**config.mk**
```make
export PLATFORM = sky130hd
export DESIGN_NAME = config_mac_eeprom_regs
export DESIGN_NICKNAME = d
export VERILOG_FILES = /design/src/inc/config_mac_eeprom_pkg.sv /design/src/design/config_mac_eeprom_regs.sv /design/src/design/rom_mac_loader.sv
export VERILOG_INCLUDE_DIRS = /design/src /design/src/inc
export SDC_FILE = /design/constraint.sdc
export NUM_CORES = 1
export LEC_CHECK = 0
export BUFFER_PORTS_ARGS = -buffer_cell sky130_fd_sc_hd__buf_2
export CAP_MARGIN = 20
export CORE_MARGIN = 4
export CORE_UTILIZATION = 64
export CTS_BUF_LIST = sky130_fd_sc_hd__clkbuf_2 sky130_fd_sc_hd__clkbuf_4 sky130_fd_sc_hd__clkbuf_8
export DETAILED_ROUTE_END_ITERATION = 7
export GPL_ROUTABILITY_DRIVEN = 0
export PLACE_DENSITY_LB_ADDON = 0.05
export SLEW_MARGIN = 20
export SYNTH_ARGS = -nofsm -noshare
export SYNTH_HDL_FRONTEND = slang
export SYNTH_HIERARCHICAL = 1
export SYNTH_SLANG_ARGS = --single-unit
```
**constraint.sdc**
```tcl
create_clock -name core_clk -period 3.34 [get_ports core_clk]
set_clock_uncertainty 0.15 [all_clocks]
set_input_delay 0.668 -clock core_clk [delete_from_list [all_inputs] [get_ports core_clk]]
set_output_delay 0.668 -clock core_clk [all_outputs]
set_load 0.01 [all_outputs]
```
**src/inc/config_mac_eeprom_consts.svh**
```systemverilog
/*
  Constants for the strap configuration, host MAC address and serial ROM
  control registers: byte offsets, bit positions, fixed values and timing.
  Assumes a 10 MHz core clock and a three-wire serial ROM read protocol.
*/
`ifndef CONFIG_MAC_EEPROM_CONSTS_SVH
`define CONFIG_MAC_EEPROM_CONSTS_SVH

// register byte offsets
`define OFS_CHIP_STRAP_CONFIG   12'h108
`define OFS_HOST_MAC_ADDR_LOW   12'h110
`define OFS_HOST_MAC_ADDR_MID   12'h112
`define OFS_HOST_MAC_ADDR_HIGH  12'h114
`define OFS_SERIAL_ROM_PIN_CTRL 12'h122

// chip_strap_config fields
`define BIT_ENDIAN        10
`define BIT_ROM_PRESENCE  9
`define BIT_BUS8          7
`define BIT_BUS16         6
`define CHIP_STRAP_FIXED  16'h0012

// serial_rom_pin_control fields
`define BIT_SW_DIRECTION  5
`define BIT_SW_ENABLE     4
`define BIT_DATA_IN       3
`define BIT_DATA_OUT      2
`define BIT_CLOCK         1
`define BIT_SELECT        0

// serial rom frame
`define ROM_MAC_FIRST_WORD 6'h01
`define ROM_READ_CMD       3'h6
`define ROM_CMD_BITS       5'h09
`define ROM_FRAME_BITS     5'h1a
`define MAC_LAST_WORD      2'h2

// timing
`define CLK_PERIOD_NS      100
`define ROM_HALF_PERIOD_NS 1000
`define ROM_HALF_CYCLES ((`ROM_HALF_PERIOD_NS + `CLK_PERIOD_NS - 1) / `CLK_PERIOD_NS)
`define STRAP_SETTLE_CYCLES 3'h4

`endif

```
**src/inc/config_mac_eeprom_pkg.sv**
```systemverilog
/*
  Types for the configuration / MAC address register bank and its serial
  ROM loader. Assumes the constants header is included by the modules.
*/
package config_mac_eeprom_pkg;

  typedef enum logic [2:0] {
    LD_IDLE     = 3'b000,
    LD_SELECT   = 3'b001,
    LD_RISE     = 3'b010,
    LD_FALL     = 3'b011,
    LD_DESELECT = 3'b100
  } loader_state_t;

  typedef struct packed {
    loader_state_t state;
    logic [3:0]    tick_cnt;
    logic [4:0]    bit_cnt;
    logic [1:0]    word_idx;
    logic [15:0]   shift;
    logic          sel;
    logic          sclk;
    logic          word_valid;
  } loader_reg_t;

  typedef struct packed {
    logic [2:0][3:0]  pin_sync;
    logic [3:0]       pin_level;
    logic [2:0]       settle_cnt;
    logic             captured;
    logic             strap_endian;
    logic             strap_presence;
    logic             strap_bus8;
    logic             load_start;
    logic [2:0][15:0] mac;
    logic             ctrl_dir;
    logic             ctrl_en;
    logic             ctrl_dout;
    logic             ctrl_clk;
    logic             ctrl_sel;
    logic [15:0]      rdata;
  } regs_state_t;

endpackage

```
**src/design/config_mac_eeprom_regs.sv**
```systemverilog
/*
  Chip strap configuration, host MAC address and serial ROM pin control
  registers, with the reset-time MAC load from an external serial ROM.
  Assumes a 16-bit register port (word access, byte address) and strap
  pins held steady by the board around reset.
*/
// Summary of operation
// - Endian strap latched into configuration bit 10 after reset; 1 = little endian.
// - ROM presence strap latched into configuration bit 9; 1 = ROM fitted.
// - Configuration bit 7 reads 1 when the bus-width strap selects 8-bit mode.
// - Configuration bit 6 reads 1 when the same strap selects 16-bit mode.
// - Configuration bit 4 always reads 1: shared data and address bus.
// - With a ROM present, MAC words load from ROM words starting at 0x1.
// - ROM words 0x1, 0x2, 0x3 go to low, middle and high address registers.
// - Address registers are software readable and writable; ROM never rewritten.
// - Control bit 4 hands ROM pins to software via bits 3:0.
// - Write-only bit 5 picks software direction, 1 write; only when enabled.
// - Reading control bit 3 returns the current ROM data pin level.
// - Control bit 2 drives the ROM data pin.
// - Control bit 1 drives the ROM serial clock pin.
// - Control bit 0 drives the ROM chip-select pin.
`timescale 1ns/1ps
`include "config_mac_eeprom_consts.svh"

module config_mac_eeprom_regs
  import config_mac_eeprom_pkg::*;
(
  // clock and reset
  input  wire logic        core_clk,
  input  wire logic        srst,
  // register port
  input  wire logic [11:0] reg_addr,
  input  wire logic        reg_wr,
  input  wire logic        reg_rd,
  input  wire logic [15:0] reg_wdata,
  output logic      [15:0] reg_rdata,
  // strap pins
  input  wire logic        endian_strap_pin,
  input  wire logic        rom_presence_strap_pin,
  input  wire logic        bus_width_strap_pin,
  // serial rom pins
  output logic             rom_select_pin,
  output logic             rom_clock_pin,
  input  wire logic        rom_data_pin_i,
  output logic             rom_data_pin_o,
  output logic             rom_data_pin_oe,
  // address to the rest of the device
  output logic      [47:0] host_mac_addr
);

  localparam int PIN_ENDIAN   = 0;
  localparam int PIN_PRESENCE = 1;
  localparam int PIN_BUS8     = 2;
  localparam int PIN_DIN      = 3;

  regs_state_t st_reg;
  regs_state_t st_next;

  logic        ld_busy;
  logic        ld_sel;
  logic        ld_sclk;
  logic        ld_dout;
  logic        ld_oe;
  logic        ld_valid;
  logic [1:0]  ld_idx;
  logic [15:0] ld_data;
  logic [3:0]  pins_raw;

  function automatic logic hit(input logic [11:0] addr, input logic [11:0] ofs);
    hit = (addr[11:1] == ofs[11:1]);
  endfunction

  function automatic logic [15:0] strap_word(input regs_state_t s);
    logic [15:0] w;
    w = `CHIP_STRAP_FIXED;
    w[`BIT_ENDIAN]       = s.strap_endian;
    w[`BIT_ROM_PRESENCE] = s.strap_presence;
    w[`BIT_BUS8]         = s.strap_bus8;
    w[`BIT_BUS16]        = ~s.strap_bus8;
    strap_word = w;
  endfunction

  function automatic logic [15:0] ctrl_word(input regs_state_t s);
    logic [15:0] w;
    w = 16'h0000;
    w[`BIT_SW_ENABLE] = s.ctrl_en;
    w[`BIT_DATA_IN]   = s.pin_level[PIN_DIN];
    w[`BIT_DATA_OUT]  = s.ctrl_dout;
    w[`BIT_CLOCK]     = s.ctrl_clk;
    w[`BIT_SELECT]    = s.ctrl_sel;
    ctrl_word = w;
  endfunction

  assign pins_raw = {rom_data_pin_i, bus_width_strap_pin,
                     rom_presence_strap_pin, endian_strap_pin};

  always_comb begin
    st_next = st_reg;
    st_next.load_start = 1'b0;
    // three-stage pin synchroniser; a level counts once stages two and three agree
    st_next.pin_sync[0] = pins_raw;
    st_next.pin_sync[1] = st_reg.pin_sync[0];
    st_next.pin_sync[2] = st_reg.pin_sync[1];
    for (int i = 0; i < 4; i++) begin
      if (st_reg.pin_sync[1][i] == st_reg.pin_sync[2][i]) begin
        st_next.pin_level[i] = st_reg.pin_sync[2][i];
      end
    end
    // straps are caught once after reset release, when the synchroniser is full
    if (!st_reg.captured) begin
      if (st_reg.settle_cnt == `STRAP_SETTLE_CYCLES) begin
        st_next.captured       = 1'b1;
        st_next.strap_endian   = st_reg.pin_level[PIN_ENDIAN];
        st_next.strap_presence = st_reg.pin_level[PIN_PRESENCE];
        st_next.strap_bus8     = st_reg.pin_level[PIN_BUS8];
        st_next.load_start     = st_reg.pin_level[PIN_PRESENCE];
      end else begin
        st_next.settle_cnt = st_reg.settle_cnt + 3'h1;
      end
    end
    // loader words land first so a same-cycle software write wins
    if (ld_valid) begin
      st_next.mac[ld_idx] = ld_data;
    end
    if (reg_wr) begin
      if (hit(reg_addr, `OFS_HOST_MAC_ADDR_LOW)) begin
        st_next.mac[0] = reg_wdata;
      end
      if (hit(reg_addr, `OFS_HOST_MAC_ADDR_MID)) begin
        st_next.mac[1] = reg_wdata;
      end
      if (hit(reg_addr, `OFS_HOST_MAC_ADDR_HIGH)) begin
        st_next.mac[2] = reg_wdata;
      end
      if (hit(reg_addr, `OFS_SERIAL_ROM_PIN_CTRL)) begin
        st_next.ctrl_dir  = reg_wdata[`BIT_SW_DIRECTION];
        st_next.ctrl_en   = reg_wdata[`BIT_SW_ENABLE];
        st_next.ctrl_dout = reg_wdata[`BIT_DATA_OUT];
        st_next.ctrl_clk  = reg_wdata[`BIT_CLOCK];
        st_next.ctrl_sel  = reg_wdata[`BIT_SELECT];
      end
    end
    // read data is registered and holds until the next read
    if (reg_rd) begin
      if (hit(reg_addr, `OFS_CHIP_STRAP_CONFIG)) begin
        st_next.rdata = strap_word(st_reg);
      end else if (hit(reg_addr, `OFS_HOST_MAC_ADDR_LOW)) begin
        st_next.rdata = st_reg.mac[0];
      end else if (hit(reg_addr, `OFS_HOST_MAC_ADDR_MID)) begin
        st_next.rdata = st_reg.mac[1];
      end else if (hit(reg_addr, `OFS_HOST_MAC_ADDR_HIGH)) begin
        st_next.rdata = st_reg.mac[2];
      end else if (hit(reg_addr, `OFS_SERIAL_ROM_PIN_CTRL)) begin
        st_next.rdata = ctrl_word(st_reg);
      end else begin
        st_next.rdata = 16'h0000;
      end
    end
  end

  always_ff @(posedge core_clk) begin
    if (srst) begin
      st_reg <= '0;
    end else begin
      st_reg <= st_next;
    end
  end

  rom_mac_loader u_loader (
    .core_clk   (core_clk),
    .srst       (srst),
    .start      (st_reg.load_start),
    .busy       (ld_busy),
    .rom_din    (st_reg.pin_level[PIN_DIN]),
    .rom_sel    (ld_sel),
    .rom_sclk   (ld_sclk),
    .rom_dout   (ld_dout),
    .rom_oe     (ld_oe),
    .word_valid (ld_valid),
    .word_idx   (ld_idx),
    .word_data  (ld_data)
  );

  // pin ownership: software when enabled, loader otherwise
  assign rom_select_pin  = st_reg.ctrl_en ? st_reg.ctrl_sel : ld_sel;
  assign rom_clock_pin   = st_reg.ctrl_en ? st_reg.ctrl_clk : ld_sclk;
  assign rom_data_pin_o  = st_reg.ctrl_en ? st_reg.ctrl_dout : ld_dout;
  assign rom_data_pin_oe = st_reg.ctrl_en ? st_reg.ctrl_dir : ld_oe;
  assign reg_rdata       = st_reg.rdata;
  assign host_mac_addr   = {st_reg.mac[2], st_reg.mac[1], st_reg.mac[0]};

  AST_ENDIAN_CAPTURE: assert property (@(posedge core_clk) disable iff (srst)
    (!st_reg.captured && st_reg.settle_cnt == `STRAP_SETTLE_CYCLES)
    |=> st_reg.strap_endian == $past(st_reg.pin_level[PIN_ENDIAN]))
    else $error("endian strap not latched");

  AST_STRAPS_FROZEN: assert property (@(posedge core_clk) disable iff (srst)
    $past(st_reg.captured) |-> $stable(st_reg.strap_presence) && $stable(st_reg.strap_endian)
                               && $stable(st_reg.strap_bus8))
    else $error("strap value changed after capture");

  AST_BUS_WIDTH_READ: assert property (@(posedge core_clk) disable iff (srst)
    (reg_rd && hit(reg_addr, `OFS_CHIP_STRAP_CONFIG))
    |=> reg_rdata[`BIT_BUS8] == st_reg.strap_bus8
        && reg_rdata[`BIT_BUS16] == !st_reg.strap_bus8
        && reg_rdata[`BIT_ROM_PRESENCE] == st_reg.strap_presence)
    else $error("bus width bits wrong");

  AST_SHARED_BUS_ONE: assert property (@(posedge core_clk) disable iff (srst)
    (reg_rd && hit(reg_addr, `OFS_CHIP_STRAP_CONFIG))
    |=> reg_rdata[4] && reg_rdata[15:11] == 5'h00 && reg_rdata[3:0] == 4'h2)
    else $error("fixed configuration bits wrong");

  AST_LOAD_ONLY_WITH_ROM: assert property (@(posedge core_clk) disable iff (srst)
    $rose(ld_busy) |-> st_reg.strap_presence && $past(st_reg.load_start))
    else $error("loader started without rom present");

  AST_LOAD_MAP: assert property (@(posedge core_clk) disable iff (srst)
    (ld_valid && !reg_wr) |=> st_reg.mac[$past(ld_idx)] == $past(ld_data))
    else $error("loaded word landed in wrong register");

  AST_MAC_WRITE: assert property (@(posedge core_clk) disable iff (srst)
    (reg_wr && hit(reg_addr, `OFS_HOST_MAC_ADDR_MID))
    |=> ##1 (reg_rd && hit(reg_addr, `OFS_HOST_MAC_ADDR_MID) && !reg_wr
             && !ld_valid)[*1] |=> reg_rdata == $past(reg_wdata, 3))
    else $error("mac register readback differs from write");

  AST_SW_PINS: assert property (@(posedge core_clk) disable iff (srst)
    st_reg.ctrl_en |-> rom_select_pin == st_reg.ctrl_sel
                       && rom_clock_pin == st_reg.ctrl_clk
                       && rom_data_pin_o == st_reg.ctrl_dout)
    else $error("software pin values not driven");

  AST_DIRECTION: assert property (@(posedge core_clk) disable iff (srst)
    (reg_wr && hit(reg_addr, `OFS_SERIAL_ROM_PIN_CTRL) && reg_wdata[`BIT_SW_ENABLE])
    |=> rom_data_pin_oe == $past(reg_wdata[`BIT_SW_DIRECTION]))
    else $error("data pin direction not as written");

  AST_DIR_WRITE_ONLY: assert property (@(posedge core_clk) disable iff (srst)
    (reg_rd && hit(reg_addr, `OFS_SERIAL_ROM_PIN_CTRL))
    |=> reg_rdata[15:5] == 11'h000)
    else $error("write-only direction bit read back");

  AST_DATA_LEVEL: assert property (@(posedge core_clk) disable iff (srst)
    (reg_rd && hit(reg_addr, `OFS_SERIAL_ROM_PIN_CTRL))
    |=> reg_rdata[`BIT_DATA_IN] == $past(st_reg.pin_level[PIN_DIN]))
    else $error("data pin level misreported");

  AST_CTRL_WRITE_PINS: assert property (@(posedge core_clk) disable iff (srst)
    (reg_wr && hit(reg_addr, `OFS_SERIAL_ROM_PIN_CTRL) && reg_wdata[`BIT_SW_ENABLE])
    |=> rom_data_pin_o == $past(reg_wdata[`BIT_DATA_OUT])
        && rom_clock_pin == $past(reg_wdata[`BIT_CLOCK])
        && rom_select_pin == $past(reg_wdata[`BIT_SELECT]))
    else $error("written control bits not on pins");

  AST_LOADER_OWNS: assert property (@(posedge core_clk) disable iff (srst)
    !st_reg.ctrl_en |-> rom_select_pin == ld_sel && rom_clock_pin == ld_sclk
                        && rom_data_pin_oe == ld_oe)
    else $error("loader does not own rom pins");

endmodule

```
**src/design/rom_mac_loader.sv**
```systemverilog
/*
  Reset-time serial ROM reader: fetches three consecutive 16-bit words
  starting at the first MAC word and presents each with a one-cycle valid.
  Assumes the data-in level is already synchronised to core_clk.
*/
`timescale 1ns/1ps
`include "config_mac_eeprom_consts.svh"

module rom_mac_loader
  import config_mac_eeprom_pkg::*;
(
  // clock and reset
  input  wire logic        core_clk,
  input  wire logic        srst,
  // control
  input  wire logic        start,
  output logic             busy,
  // rom pins
  input  wire logic        rom_din,
  output logic             rom_sel,
  output logic             rom_sclk,
  output logic             rom_dout,
  output logic             rom_oe,
  // loaded words
  output logic             word_valid,
  output logic [1:0]       word_idx,
  output logic [15:0]      word_data
);

  localparam logic [3:0] HALF_LAST = 4'(`ROM_HALF_CYCLES - 1);

  loader_reg_t st_reg;
  loader_reg_t st_next;
  logic        tick;

  function automatic logic [15:0] read_cmd(input logic [1:0] idx);
    read_cmd = {`ROM_READ_CMD, `ROM_MAC_FIRST_WORD + {4'h0, idx}, 7'h00};
  endfunction

  assign tick = (st_reg.tick_cnt == HALF_LAST);

  always_comb begin
    st_next = st_reg;
    st_next.word_valid = 1'b0;
    if (st_reg.state != LD_IDLE) begin
      st_next.tick_cnt = tick ? 4'h0 : st_reg.tick_cnt + 4'h1;
    end
    case (st_reg.state)
      LD_IDLE: begin
        if (start) begin
          st_next.state    = LD_SELECT;
          st_next.word_idx = 2'h0;
          st_next.tick_cnt = 4'h0;
          st_next.bit_cnt  = 5'h00;
          st_next.sel      = 1'b1;
          st_next.shift    = read_cmd(2'h0);
        end
      end
      LD_SELECT: begin
        if (tick) begin
          st_next.state = LD_RISE;
        end
      end
      LD_RISE: begin
        if (tick) begin
          st_next.sclk  = 1'b1;
          st_next.state = LD_FALL;
        end
      end
      LD_FALL: begin
        if (tick) begin
          st_next.sclk  = 1'b0;
          st_next.shift = {st_reg.shift[14:0], rom_din};
          if (st_reg.bit_cnt == `ROM_FRAME_BITS - 5'h01) begin
            st_next.state      = LD_DESELECT;
            st_next.sel        = 1'b0;
            st_next.word_valid = 1'b1;
          end else begin
            st_next.bit_cnt = st_reg.bit_cnt + 5'h01;
            st_next.state   = LD_RISE;
          end
        end
      end
      LD_DESELECT: begin
        if (tick) begin
          if (st_reg.word_idx == `MAC_LAST_WORD) begin
            st_next.state = LD_IDLE;
          end else begin
            st_next.word_idx = st_reg.word_idx + 2'h1;
            st_next.bit_cnt  = 5'h00;
            st_next.sel      = 1'b1;
            st_next.shift    = read_cmd(st_reg.word_idx + 2'h1);
            st_next.state    = LD_SELECT;
          end
        end
      end
      default: begin
        st_next.state = LD_IDLE;
      end
    endcase
  end

  always_ff @(posedge core_clk) begin
    if (srst) begin
      st_reg <= '0;
    end else begin
      st_reg <= st_next;
    end
  end

  assign busy       = (st_reg.state != LD_IDLE);
  assign rom_sel    = st_reg.sel;
  assign rom_sclk   = st_reg.sclk;
  assign rom_dout   = st_reg.shift[15];
  // drive the shared data pin only while command bits go out
  assign rom_oe     = st_reg.sel && (st_reg.bit_cnt < `ROM_CMD_BITS);
  assign word_valid = st_reg.word_valid;
  assign word_idx   = st_reg.word_idx;
  assign word_data  = st_reg.shift;

endmodule

```
# ---- Word level (Yosys, flattened, before mapping)
# Cells that the tools add are included.
dict set report totals {
  regBits 126
  latchBits 0
  mem_bits_rw 0
  mem_bits_ro 0
  mem_count 0
}
dict set report classes {
  addsub 5
  mul 0
  div 0
  n_lt_le_gt_ge 3
  n_eq_ne 25
  n_shift 0
  n_mux 43
  n_bitwise 5
  n_reduce_logical 18
}
# op n
set op_table {}
lappend op_table {{$mux 16} 8}
lappend op_table {{$eq 11x8->1 const B} 5}
lappend op_table {{$mux 53} 1}
lappend op_table {{$pmux 17 s3} 1}
lappend op_table {{$bwmux 48} 1}
lappend op_table {{$mux 24} 2}
lappend op_table {{$mux 48} 1}
lappend op_table {{$demux 16 s2} 1}
lappend op_table {{$mux 31} 1}
lappend op_table {{$mux 5} 6}
lappend op_table {{$mux 19} 1}
lappend op_table {{$mux 3} 5}
lappend op_table {{$pmux 3 s5} 1}
lappend op_table {{$pmux 5 s3} 1}
lappend op_table {{$mux 4} 3}
lappend op_table {{$reduce_and 6->1} 2}
lappend op_table {{$ne 2x1->1 const B} 5}
lappend op_table {{$reduce_and 5->1} 2}
lappend op_table {{$mux 1} 8}
lappend op_table {{$eq 3x2->1 const B} 2}
lappend op_table {{$eq 3x3->1 const B} 2}
lappend op_table {{$ne 2x2->1 const B} 3}
lappend op_table {{$reduce_and 2->1} 3}
lappend op_table {{$reduce_bool 3->1} 2}
lappend op_table {{22 further kinds} 32}

# ---- Logic depth before layout (Yosys ltp)
dict set report logic_depth {
  depth_word 8
  depth_mapped 7
  mapped_depth_nobuf 6
}

# ---- Modules after synthesis
# Netlist, hierarchy kept.
# module instances cells_each area_per_inst_um2
set modules_own_cells {}
lappend modules_own_cells {config_mac_eeprom_regs 1 538 4952.2}
lappend modules_own_cells {rom_mac_loader 1 195 1779.2}

# ---- Least setup slack after synthesis
# OpenSTA, ideal clock, no wires.
dict set report synth_timing {
  path_type {input-to-reg}
  start {in reg_addr[3]}
  end {reg st_reg[16] in the netlist's numbering}
  setup_time_ns 0.128
  t_arrival_ns 2.100
  t_required_ns 3.062
  setup_slack_ns 0.963
  stages 6
  n_path_buf 2
  cell_sequence {buf_4 -> or4b_4 -> buf_6 -> nor4_4 -> mux2i_1 -> nor2_1}
}
dict set report synth_between {
  elab_chain_cells 2
}
# item line_no
set synth_rtl {}
lappend synth_rtl {{from (decl)} config_mac_eeprom_regs.sv:32} ;# input wire logic [11:0] reg_addr,
lappend synth_rtl {{$eq 11x8->1} config_mac_eeprom_regs.sv:70} ;# hit = (addr[11:1] == ofs[11:1]);
lappend synth_rtl {{$reduce_and 2->1 (no line)} -}
lappend synth_rtl {{to (signal assigned)} config_mac_eeprom_regs.sv:165} ;# st_reg <= st_next;
lappend synth_rtl {{to (decl)} config_mac_eeprom_regs.sv:56} ;# regs_state_t st_reg;
# Every way passes these cells.
# A chain may end at the register's enable or synchronous reset.

# ---- Worst setup path in the final report
dict set report layout_timing {
  start {reg u_loader/st_reg[22] in the netlist's numbering}
  end {out rom_data_pin_oe}
}
dict set report layout_between {
  elab_chain_cells 3
}
# item line_no
set layout_rtl {}
lappend layout_rtl {{from (decl)} rom_mac_loader.sv:32} ;# loader_reg_t st_reg;
lappend layout_rtl {{from (signal assigned)} rom_mac_loader.sv:107} ;# st_reg <= st_next;
lappend layout_rtl {{$lt 5x4->1 (no line)} -}
lappend layout_rtl {{$logic_and 1x1->1} rom_mac_loader.sv:116} ;# assign rom_oe = st_reg.sel && (st_reg.bit_cnt < `ROM_CMD_BITS);
lappend layout_rtl {{via ld_oe} config_mac_eeprom_regs.sv:63} ;# logic ld_oe;
lappend layout_rtl {{$mux 1} config_mac_eeprom_regs.sv:188} ;# assign rom_data_pin_oe = st_reg.ctrl_en ? st_reg.ctrl_dir : ld_oe;
lappend layout_rtl {{to (decl)} config_mac_eeprom_regs.sv:46} ;# output logic rom_data_pin_oe,
# The timed path passes the listed nets, and every way through them passes these cells.

==> results.yml <==
outcome:
  status: "complete, no violations"
setup_path:
  rr_startpoint: "u_loader/st_reg[32]"
  regToRegSetupSlack_ns: 1.12
  critPathMaxStageDelay_ns: 0.35
  timing.rr.end: "u_loader/word_data[9]"
  cpMaxStageDelayCell: "dfxtp_1"
  crit_chain: "o31a_1 > nor3b_1 > mux2_2 > buf_2"
  required_ns: 2.52
  setup.worst_path.start_class: "flop"
  reg2regPathDepth: 4
  path_buf_inv: 1
  critical_path.top_delay_family: "flip-flops"
  worstPathArrival_ns: 1.57
  endpoint_kind: "primary output"
  path_max_fanout: 5
  criticalPathCategory: "flop to primary output"
cts:
  cts_buffer_depth: 2
  cts-resized-gates: 0
  clockRootBuffer: "clkbuf_8"
  cts.sinks: 126
  holdBufCountCts: 0
  post-cts-setup-buffer-count: 0
  clk_pin_slew_ns: 0.08
  htreeDepth: 4
  cts_tree: "yes"
  cts_inserted_buffers: 17
  clk_latency_ns: 0.42
synth:
  ys_types: 63
  ys_ff_latch: 126
  synth_edf_count: 0
  yosys_most_used_dff: "dfxtp_1"
  syn_area_per_cell_sq_um: 9.18
  synth_nets: 775
  yosysSeqAreaShare_pct: 37.5
  synth_area_leaders: "dfxtp_1, buf_4, mux2i_1, nor2_1, mux2_2"
  yosysTopAreaCell: "dfxtp_1"
  synth_area_sq_um: 6730
  synth_top_area_share_pct: 37.5
  async_flop_share_pct: 0
  syn_inst: 733
  yosys_warnings: 6
global_route:
  grt_max_degree: 63
  overflow: 0
  grt_pass1_wl_um: 25400
  grt_pass1_vias: 4990
  antenna_found_initial: 0
  grt_util_all_layers_pct: 25.2
worst_hold_path:
  holdPathStages: 1
  holdCritPathClass: "flop to flop"
  hp-start: "st_next[85]"
  holdPathEnd: "st_next[89]"
sta:
  setup_viol: 0
  fmax_mhz: 419
  finalCritPeriodShare_pct: 71.4
  tightest_slew_ns: 0.676
  fin_tns_setup_ns: 0
  period_needed_ns: 2.39
  rsz0062_at_grt: "false"
  setup_slack_ns: 0.954
  finalHoldViolCount: 0
  drv_slew: 0
  maxSlewHeadroom_pct: 54.9
power:
  p_leak_nw: 3.14
  ir_drop_uv: 326
  power_density_nw_per_um2: 458
finish:
  multiInputGateArea_sq_um: 3300
  final_cell_mix: "dfxtp_1, buf_2, nor2_1, mux2i_1"
  area_delta_synth_final_pct: 5.54
  nets: 777
  largest_reg_flops: 48
  final_common_cell: "dfxtp_1"
  drive_above_1_share_pct: 25.0
  antenna_cells: 0
  seqCellArea_sq_um: 2520
  fin_area_sq_um: 7100
  n_fill_cell: 865
floorplan:
  die-area_sq_um: 12200
  die_w_um: 111
  rows: 37
  core_sq_um: 10300
  pin_count: 104
  initial_core_util_pct: 65.5
  die_height_um: 111
placed_design:
  dp_slack_ns: 0.554
  port-buffer-count: 102
  place_area_sq_um: 6640
  hpwl_um: 10900
drt:
  firstDrtPassIters: 5
  routed_wl_um: 15500
  route.vias.total: 5280
  drtIter0Drc: 418
  route.detailed.drc: 0
  routedWlPerCell_um: 17.5
  postRouteAntennaNets: 0
  vias_per_cell: 5.97
run:
  maxCapViolCount: 0
==> worst reg2reg max path: cells and delay by family, from the launching register on <==
family	cells	cell delay, ns
and+or+nand+nor	2	0.55
AOI/OAI and AO/OA	2	0.84
DFF	1	0.57
==> area by class of cell <==
class | instances | share of cell area [%]
timing repair buffer | 112 | 8.28
clock buffer | 17 | 3.29
sequential | 126 | 35.5
multi-input combinational | 464 | 46.5
inverter | 14 | 0.740
tap | 136 | 2.40
clock inverter | 15 | 3.31
==> per-stage QoR <==
step           util (%)  std cells  hold WS, ns  total power, W
2_1_floorplan         -        733        0.264         0.00169
3_3_place_gp       64.6        852        0.268         0.00174
3_5_place_dp       64.6        852        0.282         0.00175
4_1_cts            69.1        884        0.276         0.00328
5_1_grt            69.1        884        0.276         0.00337
6_report           69.1        884        0.293         0.00325
==> cell families (layout without fill, tap and decap cells) <==
logic type	after synthesis	after routing	synth area share [%]
xor+xnor	3	3	0.390
simple gates	229	229	19.9
buf+inv	143	158	13.5
fa+ha+maj	6	6	1.12
compound gates	146	146	15.4
mux	80	80	12.3
flops	126	126	37.5
==> where the power goes <==
part	total (W)	switching [W]	internal [W]
Sequential	0.00154	0.0000136	0.00152
Clock	0.00154	0.000638	0.000904
Combinational	0.000177	0.000111	0.0000665
==> per-layer routing <==
| metal | global-route usage [%] | share of wire, % | wire length (um) | up-vias |
|---|---|---|---|---|
| met5 | 0 | 0 | 0 | - |
| met4 | 5.50 | 0.55 | 85 | 0 |
| met3 | 6.36 | 6.3 | 971 | 14 |
| met2 | 41.1 | 47 | 7320 | 167 |
| met1 | 33.8 | 46 | 7110 | 2544 |
| li1 | - | - | - | 2555 |
==> Yosys cell counts (4+ instances only) <==
cell type	instances
a21oi_1	33
nor2_1	92
mux2_2	23
nor3_1	6
clkbuf_1	26
nor4_1	5
o22ai_1	6
nor3b_1	5
nand3_1	17
buf_2	8
buf_4	86
a32oi_1	14
ha_1	6
mux2i_1	57
nand3b_1	4
a22oi_1	5
nor2b_1	29
nand2b_1	19
dfxtp_1	126
a211oi_1	33
a2bb2oi_1	5
nand2_1	15
and3b_1	4
inv_1	13
a32o_1	8
buf_6	5
buf_1	4
o21ai_0	17
a31oi_1	6
==> worst max path at each step <==
stage	startpoint	end	slack, ns	cells past startpoint
floorplan	reg_addr[3]	st_reg[16]	0.96	6
global placement	reg_addr[10]	reg_rdata[15]	0.57	5
detailed placement	reg_addr[1]	st_reg[20]	0.55	5
CTS	u_loader/st_reg[22]	rom_data_pin_oe	0.92	4
global route	u_loader/st_reg[23]	rom_data_pin_oe	0.83	4
finish	u_loader/st_reg[22]	rom_data_pin_oe	0.95	4
Power figures use the tool's default switching activity.
